===== src/shared/urx_pkg.sv =====
/*
 * Constants for the serial receiver: register map, field positions, reset values, timing counts and states.
 * Assumes a byte-addressed classic Wishbone bus with 32-bit data and one clock.
 */
package urx_pkg;

    // ==========================================================
    // Register byte offsets
    localparam logic [7:0] OFS_CTRL_WORD  = 8'h00;
    localparam logic [7:0] OFS_HOST_CTRL  = 8'h04;
    localparam logic [7:0] OFS_DIVISOR    = 8'h08;
    localparam logic [7:0] OFS_RX_BUFFER  = 8'h0c;
    localparam logic [7:0] OFS_FLAGS      = 8'h10;
    localparam logic [7:0] OFS_IRQ_STATUS = 8'h14;
    localparam logic [7:0] OFS_IRQ_MASK   = 8'h18;

    // ==========================================================
    // Control word fields
    localparam int CW_LEN_LO   = 0;
    localparam int CW_LEN_HI   = 1;
    localparam int CW_PAR_INH  = 2;
    localparam int CW_EVEN_PAR = 3;
    localparam int CW_STOP_SEL = 4;
    localparam int CW_LOAD     = 5;
    localparam int CW_WIDTH    = 5;

    // Host control, flag and interrupt fields
    localparam int HC_READY_CLEAR_N = 0;
    localparam int FL_DATA_READY    = 0;
    localparam int FL_OVERRUN       = 1;
    localparam int FL_FRAMING       = 2;
    localparam int FL_PARITY        = 3;
    localparam int EV_CHAR          = 0;
    localparam int EV_OVERRUN       = 1;
    localparam int EV_FRAMING       = 2;
    localparam int EV_PARITY        = 3;
    localparam int EV_WIDTH         = 4;

    // ==========================================================
    // Reset values
    localparam logic [CW_WIDTH-1:0] CW_RST      = 5'h00;
    localparam logic                LOAD_RST    = 1'b1;
    localparam logic                RCLR_N_RST  = 1'b1;
    localparam logic [15:0]         DIVISOR_RST = 16'h0043;
    localparam logic [EV_WIDTH-1:0] MASK_RST    = 4'h0;

    // ==========================================================
    // Timing counts in sample-clock ticks, and the shortest character length in data bits
    localparam logic [3:0] TICKS_PER_BIT = 4'hf;
    localparam logic [3:0] START_CENTRE  = 4'h7;
    localparam logic [3:0] MIN_LEN       = 4'h5;

    // ==========================================================
    // Receiver states, Gray coded along the frame
    typedef enum logic [2:0] {
        ST_HUNT   = 3'h0,
        ST_START  = 3'h1,
        ST_DATA   = 3'h3,
        ST_PARITY = 3'h2,
        ST_STOP   = 3'h6
    } urx_state_t;

endpackage : urx_pkg


===== src/shared/urx_tick_if.sv =====
/*
 * Link between the receiver core and its sample-clock divider.
 * Assumes both ends run on clk_sys.
 */
`timescale 1ns/10ps

interface urx_tick_if;
    logic [15:0] divisor;
    logic        tick;

    modport core (output divisor, input  tick);
    modport gen  (input  divisor, output tick);
endinterface : urx_tick_if


===== src/urx_tick_gen.sv =====
/*
 * Divider that makes the one-cycle sample-clock enable at sixteen times the bit rate.
 * Assumes divisor is held stable by the core; period is divisor plus one clk_sys cycles.
 */
`timescale 1ns/10ps

module urx_tick_gen (
    input  wire logic clk_sys,
    input  wire logic reset,
    urx_tick_if.gen   tick_if
);

    logic [15:0] count_q;
    logic [15:0] count_d;
    logic        tick_q;
    logic        tick_d;

    // ==========================================================
    // Divider
    always_comb begin
        count_d = count_q + 16'h0001;
        tick_d  = 1'b0;
        if (count_q >= tick_if.divisor) begin
            count_d = 16'h0000;
            tick_d  = 1'b1;
        end
    end

    always_ff @(posedge clk_sys or posedge reset) begin
        if (reset) begin
            count_q <= 16'h0000;
            tick_q  <= 1'b0;
        end else begin
            count_q <= count_d;
            tick_q  <= tick_d;
        end
    end

    assign tick_if.tick = tick_q;

endmodule : urx_tick_gen


===== src/urx_receiver.sv =====
/*
 * Serial receiver with Wishbone register access, sticky interrupt status and mask.
 * Assumes rx_serial_in is synchronous to clk_sys and a classic Wishbone master.
 */
// Register access over Wishbone and the register addresses were chosen for this implementation.
// Notes on behaviour
// - Sample clock is sixteen times bit rate; one bit is sixteen ticks.
// - Low ready-clear level forces data-ready low.
// - Character moves into the receive buffer during the first stop bit.
// - Buffer bits above the character length read low.
// - First received bit lands in buffer bit zero, the lowest.
// - Overrun set when a transfer finds data-ready still set.
// - One tick after transfer, data-ready rises and framing is judged.
// - Framing flag set when the first stop bit samples low.
// - Parity flag set when enabled parity check fails.
// - Start detection may lag the line edge by one tick.
// - Start bit centre is sampled on the eighth tick after detection.
// - Hunting for the next start resumes at the stop bit centre.
// - Length select decodes to 5, 6, 7 or 8 data bits.
// - Parity inhibit skips checking and holds parity flag low.
// - Even-parity select high checks even, low checks odd.
// - Control word latched on falling edge of the load strobe.
`timescale 1ns/10ps

module urx_receiver (
    input  wire logic        clk_sys,
    input  wire logic        reset,
    input  wire logic        wb_cyc_i,
    input  wire logic        wb_stb_i,
    input  wire logic        wb_we_i,
    input  wire logic [7:0]  wb_adr_i,
    input  wire logic [3:0]  wb_sel_i,
    input  wire logic [31:0] wb_dat_i,
    output logic      [31:0] wb_dat_o,
    output logic             wb_ack_o,
    input  wire logic        rx_serial_in,
    output logic      [7:0]  rx_buffer,
    output logic             data_ready,
    output logic             overrun_flag,
    output logic             framing_flag,
    output logic             parity_flag,
    output logic             irq
);

    // ==========================================================
    // Helpers
    function automatic logic [3:0] len_of(input logic [urx_pkg::CW_WIDTH-1:0] cw);
        len_of = urx_pkg::MIN_LEN + {2'h0, cw[urx_pkg::CW_LEN_HI], cw[urx_pkg::CW_LEN_LO]};
    endfunction : len_of

    function automatic logic hit(input logic [7:0] adr, input logic [7:0] ofs);
        hit = (adr[7:2] == ofs[7:2]);
    endfunction : hit

    // Even select expects zero ones overall, odd expects one
    function automatic logic par_err(input logic [urx_pkg::CW_WIDTH-1:0] cw, input logic acc);
        par_err = ~cw[urx_pkg::CW_PAR_INH] & (acc ^ ~cw[urx_pkg::CW_EVEN_PAR]);
    endfunction : par_err

    // ==========================================================
    // Divider
    urx_tick_if tick_if ();

    urx_tick_gen u_tick_gen (
        .clk_sys (clk_sys),
        .reset   (reset),
        .tick_if (tick_if)
    );

    // ==========================================================
    // Bus and software registers
    logic [urx_pkg::CW_WIDTH-1:0] staged_q, staged_d;
    logic [urx_pkg::CW_WIDTH-1:0] ctrl_q, ctrl_d;
    logic                         load_q, load_d;
    logic                         rclr_n_q, rclr_n_d;
    logic [15:0]                  divisor_q, divisor_d;
    logic [urx_pkg::EV_WIDTH-1:0] mask_q, mask_d;
    logic                         ack_q, ack_d;
    logic [31:0]                  rdata_q, rdata_d;
    logic                         req;
    logic                         wr_go;
    logic                         rd_status;

    assign req       = wb_cyc_i & wb_stb_i & ~ack_q;
    assign wr_go     = wb_cyc_i & wb_stb_i & ack_q & wb_we_i;
    assign rd_status = wb_cyc_i & wb_stb_i & ack_q & ~wb_we_i & hit(wb_adr_i, urx_pkg::OFS_IRQ_STATUS);

    // Receiver state, declared early for the read mux
    urx_pkg::urx_state_t          state_q, state_d;
    logic [3:0]                   tcnt_q, tcnt_d;
    logic [3:0]                   bidx_q, bidx_d;
    logic [7:0]                   shreg_q, shreg_d;
    logic                         par_acc_q, par_acc_d;
    logic                         stop_q, stop_d;
    logic                         pend_q, pend_d;
    logic [7:0]                   buf_q, buf_d;
    logic                         dr_q, dr_d;
    logic                         oe_q, oe_d;
    logic                         fe_q, fe_d;
    logic                         pe_q, pe_d;
    logic [urx_pkg::EV_WIDTH-1:0] sticky_q, sticky_d;
    logic [urx_pkg::EV_WIDTH-1:0] ev;

    always_comb begin
        staged_d  = staged_q;
        load_d    = load_q;
        rclr_n_d  = rclr_n_q;
        divisor_d = divisor_q;
        mask_d    = mask_q;
        ack_d     = req;
        rdata_d   = rdata_q;
        if (wr_go && wb_sel_i[0]) begin
            if (hit(wb_adr_i, urx_pkg::OFS_CTRL_WORD)) begin
                staged_d = wb_dat_i[urx_pkg::CW_WIDTH-1:0];
                load_d   = wb_dat_i[urx_pkg::CW_LOAD];
            end
            if (hit(wb_adr_i, urx_pkg::OFS_HOST_CTRL)) begin
                rclr_n_d = wb_dat_i[urx_pkg::HC_READY_CLEAR_N];
            end
            if (hit(wb_adr_i, urx_pkg::OFS_DIVISOR)) begin
                divisor_d[7:0] = wb_dat_i[7:0];
            end
            if (hit(wb_adr_i, urx_pkg::OFS_IRQ_MASK)) begin
                mask_d = wb_dat_i[urx_pkg::EV_WIDTH-1:0];
            end
        end
        if (wr_go && wb_sel_i[1] && hit(wb_adr_i, urx_pkg::OFS_DIVISOR)) begin
            divisor_d[15:8] = wb_dat_i[15:8];
        end
        if (req) begin
            rdata_d = 32'h0000_0000;
            case (wb_adr_i[7:2])
                urx_pkg::OFS_CTRL_WORD[7:2]:  rdata_d = {26'h0, load_q, ctrl_q};
                urx_pkg::OFS_HOST_CTRL[7:2]:  rdata_d = {31'h0, rclr_n_q};
                urx_pkg::OFS_DIVISOR[7:2]:    rdata_d = {16'h0, divisor_q};
                urx_pkg::OFS_RX_BUFFER[7:2]:  rdata_d = {24'h0, buf_q};
                urx_pkg::OFS_FLAGS[7:2]:      rdata_d = {28'h0, pe_q, fe_q, oe_q, dr_q};
                urx_pkg::OFS_IRQ_STATUS[7:2]: rdata_d = {28'h0, sticky_q};
                urx_pkg::OFS_IRQ_MASK[7:2]:   rdata_d = {28'h0, mask_q};
                default:                      rdata_d = 32'h0000_0000;
            endcase
        end
        // Transparent while load is high, holds from its falling edge
        ctrl_d = load_q ? staged_q : ctrl_q;
    end

    always_ff @(posedge clk_sys or posedge reset) begin
        if (reset) begin
            staged_q  <= urx_pkg::CW_RST;
            ctrl_q    <= urx_pkg::CW_RST;
            load_q    <= urx_pkg::LOAD_RST;
            rclr_n_q  <= urx_pkg::RCLR_N_RST;
            divisor_q <= urx_pkg::DIVISOR_RST;
            mask_q    <= urx_pkg::MASK_RST;
            ack_q     <= 1'b0;
            rdata_q   <= 32'h0000_0000;
        end else begin
            staged_q  <= staged_d;
            ctrl_q    <= ctrl_d;
            load_q    <= load_d;
            rclr_n_q  <= rclr_n_d;
            divisor_q <= divisor_d;
            mask_q    <= mask_d;
            ack_q     <= ack_d;
            rdata_q   <= rdata_d;
        end
    end

    assign tick_if.divisor = divisor_q;
    assign wb_ack_o        = ack_q;
    assign wb_dat_o        = rdata_q;

    // ==========================================================
    // Receive engine
    always_comb begin
        state_d   = state_q;
        tcnt_d    = tcnt_q;
        bidx_d    = bidx_q;
        shreg_d   = shreg_q;
        par_acc_d = par_acc_q;
        stop_d    = stop_q;
        pend_d    = pend_q;
        buf_d     = buf_q;
        dr_d      = dr_q;
        oe_d      = oe_q;
        fe_d      = fe_q;
        pe_d      = pe_q;
        ev        = '0;
        if (tick_if.tick) begin
            tcnt_d = tcnt_q + 4'h1;
            if (pend_q) begin
                pend_d        = 1'b0;
                dr_d          = 1'b1;
                fe_d          = ~stop_q;
                ev[urx_pkg::EV_CHAR]    = 1'b1;
                ev[urx_pkg::EV_FRAMING] = ~stop_q;
            end
            case (state_q)
                urx_pkg::ST_HUNT: begin
                    // Low seen on a tick edge, up to one tick late
                    if (!rx_serial_in) begin
                        state_d = urx_pkg::ST_START;
                        tcnt_d  = 4'h0;
                    end
                end
                urx_pkg::ST_START: begin
                    if (tcnt_q == urx_pkg::START_CENTRE) begin
                        tcnt_d    = 4'h0;
                        bidx_d    = 4'h0;
                        shreg_d   = 8'h00;
                        par_acc_d = 1'b0;
                        state_d   = rx_serial_in ? urx_pkg::ST_HUNT : urx_pkg::ST_DATA;
                    end
                end
                urx_pkg::ST_DATA: begin
                    if (tcnt_q == urx_pkg::TICKS_PER_BIT) begin
                        shreg_d[bidx_q[2:0]] = rx_serial_in;
                        par_acc_d = par_acc_q ^ rx_serial_in;
                        bidx_d    = bidx_q + 4'h1;
                        if (bidx_q + 4'h1 == len_of(ctrl_q)) begin
                            state_d = ctrl_q[urx_pkg::CW_PAR_INH] ? urx_pkg::ST_STOP
                                                                  : urx_pkg::ST_PARITY;
                        end
                    end
                end
                urx_pkg::ST_PARITY: begin
                    if (tcnt_q == urx_pkg::TICKS_PER_BIT) begin
                        par_acc_d = par_acc_q ^ rx_serial_in;
                        state_d   = urx_pkg::ST_STOP;
                    end
                end
                urx_pkg::ST_STOP: begin
                    if (tcnt_q == urx_pkg::TICKS_PER_BIT) begin
                        buf_d   = shreg_q;
                        oe_d    = dr_q;
                        stop_d  = rx_serial_in;
                        pend_d  = 1'b1;
                        pe_d    = par_err(ctrl_q, par_acc_q);
                        ev[urx_pkg::EV_OVERRUN] = dr_q;
                        ev[urx_pkg::EV_PARITY]  = par_err(ctrl_q, par_acc_q);
                        state_d = urx_pkg::ST_HUNT;
                    end
                end
                default: begin
                    state_d = urx_pkg::ST_HUNT;
                end
            endcase
        end
        if (!rclr_n_q) begin
            dr_d = 1'b0;
        end
        if (ctrl_q[urx_pkg::CW_PAR_INH]) begin
            pe_d = 1'b0;
        end
        // New events win over the read clear
        sticky_d = (sticky_q & ~(rd_status ? rdata_q[urx_pkg::EV_WIDTH-1:0] : 4'h0)) | ev;
    end

    always_ff @(posedge clk_sys or posedge reset) begin
        if (reset) begin
            state_q   <= urx_pkg::ST_HUNT;
            tcnt_q    <= 4'h0;
            bidx_q    <= 4'h0;
            shreg_q   <= 8'h00;
            par_acc_q <= 1'b0;
            stop_q    <= 1'b1;
            pend_q    <= 1'b0;
            buf_q     <= 8'h00;
            dr_q      <= 1'b0;
            oe_q      <= 1'b0;
            fe_q      <= 1'b0;
            pe_q      <= 1'b0;
            sticky_q  <= 4'h0;
        end else begin
            state_q   <= state_d;
            tcnt_q    <= tcnt_d;
            bidx_q    <= bidx_d;
            shreg_q   <= shreg_d;
            par_acc_q <= par_acc_d;
            stop_q    <= stop_d;
            pend_q    <= pend_d;
            buf_q     <= buf_d;
            dr_q      <= dr_d;
            oe_q      <= oe_d;
            fe_q      <= fe_d;
            pe_q      <= pe_d;
            sticky_q  <= sticky_d;
        end
    end

    // ==========================================================
    // Outputs
    assign rx_buffer    = buf_q;
    assign data_ready   = dr_q;
    assign overrun_flag = oe_q;
    assign framing_flag = fe_q;
    assign parity_flag  = pe_q;
    assign irq          = |(sticky_q & mask_q);

endmodule : urx_receiver


===== config.mk =====
export PLATFORM = sky130hd
export DESIGN_NAME = urx_receiver
export DESIGN_NICKNAME = d
export VERILOG_FILES = /design/src/shared/urx_pkg.sv /design/src/shared/urx_tick_if.sv /design/src/urx_tick_gen.sv /design/src/urx_receiver.sv
export SDC_FILE = /design/constraint.sdc
export NUM_CORES = 1
export LEC_CHECK = 0
export BUFFER_PORTS_ARGS = -buffer_cell sky130_fd_sc_hd__buf_4
export CAP_MARGIN = 5
export CORE_UTILIZATION = 30
export CTS_BUF_LIST = sky130_fd_sc_hd__clkbuf_4
export DETAILED_ROUTE_END_ITERATION = 6
export PLACE_DENSITY = 0.6
export SLEW_MARGIN = 20
export SYNTH_ARGS = -nofsm -noshare
export SYNTH_HDL_FRONTEND = slang
export SYNTH_SLANG_ARGS = --single-unit

===== constraint.sdc =====
create_clock -name clk_sys -period 3 [get_ports clk_sys]
set_input_delay 0 -clock clk_sys [delete_from_list [all_inputs] [get_ports clk_sys]]
set_output_delay 0 -clock clk_sys [all_outputs]
set_load 0.1 [all_outputs]

==> impl_results.md <==
* Most used cell, CP: dlygate4sd3_1
* Synth Instances at 527
* Max incr delay on CP at 0.57 ns
* Ys Warns at 0
* Post-synthesis cell area at 5553 um^2
* Ys flop type: dfrtp_1
* Boundary Pins at 96
* Number of global-route vias before repair at 4146
* Sum Neg Setup Slack at 0 ns
* DRT iter0 DRCs at 325
* Clk sinks at 104
* CTS tree: done
* CP required at 3.37 ns
* Mean Syn Cell Area at 10.54 um^2
* Critical Path Source Type: primary input
* FF-to-FF path depth at 6
* WP depth at 7
* Crit share post-route at 76.66%
* Largest net degree at the start of global routing at 79
* Vias at 4295
* Relative slew slack at 48.21%
* Buffers on Ports at 59
* Setup repair after global routing missed its margin: false
* H-Tree Depth at 3
* Crit. End Element: register
* Crit-path cells: dlygate4sd3_1 > buf_4 > nor4_2 > and2_1 > nand4_4 > mux2_1 > dlygate4sd3_1
* Min Hold Slack at 0.03596 ns
* Max_cap viols at 0
* CP Capture Point: divisor_q[11]$_DFFE_PP0P_
* CTS Buf Count at 9
* # rows at 49
* Critical path arrival at 2.67 ns
* Sequential fraction of the synthesis area at 47.00%
* Final worst-path setup slack at 0.7002 ns
* # DRC at 0
* Crit path buf inv count at 3
* Fmax at 0.4348 GHz
* Total track usage at 14.71%
* Final Max Tran Viols at 0
* Post-DR vias/cell at 5.107
* Core ar. at 18020 um^2
* CTS root buffer: clkbuf_4
* Die Height at 138.1 um
* Endpoints failing setup at 0
* WL final at 13870 um
* Status: finished, final reports clean
* Fraction of layout cells with a size suffix above 1 at 18.49%
* Tightest Pin Transition at 0.7749 ns
* Nets@finish at 676
* Most common cell after layout, fill and taps aside: dfrtp_1
* Clock skew at 0.01657 ns
* Die area at 19060 um^2
* DR WL/cell at 16.50 um
* Antenna viol nets, final at 0
* Chip width at 138.1 um
* Commonest non-fill, non-tap cells in the layout: dfrtp_1 (98), buf_4 (61), nand2_1 (47), dlygate4sd3_1 (32), inv_1 (31)
* DP HPWL at 10020 um
* Initial antenna violation count at 1
* Number of flops mapped to enable cells by yosys at 0
* Endpoints failing hold at 0
* Starting density of the core at 30.81%
* Worst path slowest cell: dlygate4sd3_1
* #FFs+latches synth at 104
* Critical Path Start: wb_adr_i[5]
* Yosys cell types at 68
* Synthesis-to-finish area growth at 18.90%
* CP delay by family, top: buffers and inverters
* First-pass GRT wire length at 22540 um
* Max FO, Critical Path at 10
* Clock Latency Late Sink at 0.47 ns
* Worst VDD drop at 0.2686 mV
* Clock Tree Buf Depth at 2
* Setup CP Type: in2reg
* Drt first pass iters at 5
* Post-CTS Setup Repair Bufs at 0
* GP Congestion at 0.7887
* Worst slack at placement at 0.9231 ns
* Total grt overflow at 0
* Ys async rst share at 100.0%
* Min Clock Period, post-route at 2.300 ns
* Clk slew on worst S/H paths at 0.17 ns
* R2R Path End: u_tick_gen.count_q[15]$_DFF_PP0_
* Pwr dens at 500.4 nW/um^2
* P_leak at 3.058 nW
* Hold Crit Class: in2async
* FF-to-FF Start: divisor_q[6]$_DFFE_PP1P_
* R2R Setup Slk at 0.88 ns
## final cells by class
type,count,area [um^2]
Antenna cell,1,2.502
Clock buffer,9,67.56
Clock inverter,7,56.30
Fill cell,1810,11420
Inverter,34,131.4
Multi-Input combinational cell,363,2650
Sequential cell,104,2610
Tap cell,229,286.5
Timing Repair Buffer,94,798.3
## stage by stage
stage	area [um^2]	power [mW]	instances	utilization [%]
after floorplan	5609	2.412	542	-
after global placement	6156	2.597	792	34.15
after detailed placement	6156	2.627	792	34.15
after CTS	6600	3.335	840	36.62
after global routing	6603	3.487	841	36.63
final	6603	3.304	841	36.63
## layer usage
| layer | track usage (%) | routed length [um] |
|---|---|---|
| met1 | 21.00 | 6688 |
| met2 | 23.03 | 6516 |
| met3 | 2.459 | 538 |
| met4 | 3.875 | 129 |
| met5 | 0 | 0 |
## Yosys cell counts, types with 3 or more instances
cell type  instances  area share [%]
nand4_1            6            0.68
dfrtp_1           98              44
xor2_1             5            0.79
a211oi_1          16             2.2
nor2b_1           10             1.1
o2111ai_1          3            0.47
xnor2_1           10             1.6
nor4_1             5            0.56
a221o_1            3            0.54
o21ai_1            7            0.63
inv_1             32             2.2
ha_1              20             4.5
nand2_1           47             3.2
a21oi_1           13             1.2
nand3_1           22             2.0
buf_4             17             2.3
o21ai_0           11            0.99
a21o_1             3            0.41
nor3_1            10            0.90
and3_1             6            0.68
a32oi_1            3            0.47
a22o_1             8             1.3
nor2_1            17             1.1
mux2i_1           10             1.8
clkbuf_1          20             1.4
a32o_1             3            0.54
and4_1             3            0.47
o211ai_1           4            0.54
nand2b_1           3            0.34
mux2_2            15             3.0
a221oi_1           4            0.63
mux2_1            30             6.1
o2bb2ai_1          6            0.95
dfstp_2            6             2.8
nand3b_1           5            0.68
## worst min-delay path by stage
stage,startpoint,endpoint,slack (ns)
after floorplan,wb_dat_i[10],divisor_q[10]$_DFFE_PP0P_,0.13
after global placement,reset,bidx_q[2]$_DFFE_PP0P_,0.002
after detailed placement,reset,bidx_q[1]$_DFFE_PP0P_,0.009
after CTS,reset,ctrl_q[1]$_DFFE_PP0P_,0.03
after global routing,reset,rx_buffer[5]$_DFFE_PP0P_,0.04
final,reset,rx_buffer[5]$_DFFE_PP0P_,0.04
## worst register-to-register path, stage by stage, from the launching register on
cell and delay (ns):
dfstp_2 0.58, inv_1 0.04, ha_1 0.27, o211ai_1 0.08, o21ai_1 0.19, and3_1 0.62, a221oi_1 0.20
## timing repair
| action | 4_1_cts | 5_1_grt |
|---|---|---|
| hold buffers | 32 | 0 |
| resized for setup | 0 | 0 |
| hold endpoints to repair | 140 | 0 |
| endpoints found under the setup margin | 0 | 0 |
## cells by family after synthesis
group                      count (synthesis)  share of synthesized area, %
and+or+nand+nor                          151                         14.56
AOI/OAI and AO/OA                        106                         14.29
DFF                                      104                         47.00
buffers and inverters                     75                         6.287
muxes                                     55                         10.93
adders and majority gates                 20                         4.507
xor gates and xnor gates                  15                         2.366
other                                      1                       0.06753
## registers in the layout, summed over array words and instances, names as in the netlist, 3 cells and up
name and count:
bidx_q 4, ctrl_q 5, divisor_q 16, mask_q 4
rx_buffer 8, shreg_q 8, staged_q 5, state_q 3
sticky_q 4, tcnt_q 4, u_tick_gen.count_q 16, wb_dat_o 16
## power by group
group	internal, mW	leakage [nW]	total, mW	switching, mW
Sequential	1.54	1.38	1.71	0.176
Combinational	0.291	1.62	0.907	0.616
Clock	0.179	0.0605	0.684	0.505
Power figures use the tool's default switching activity.
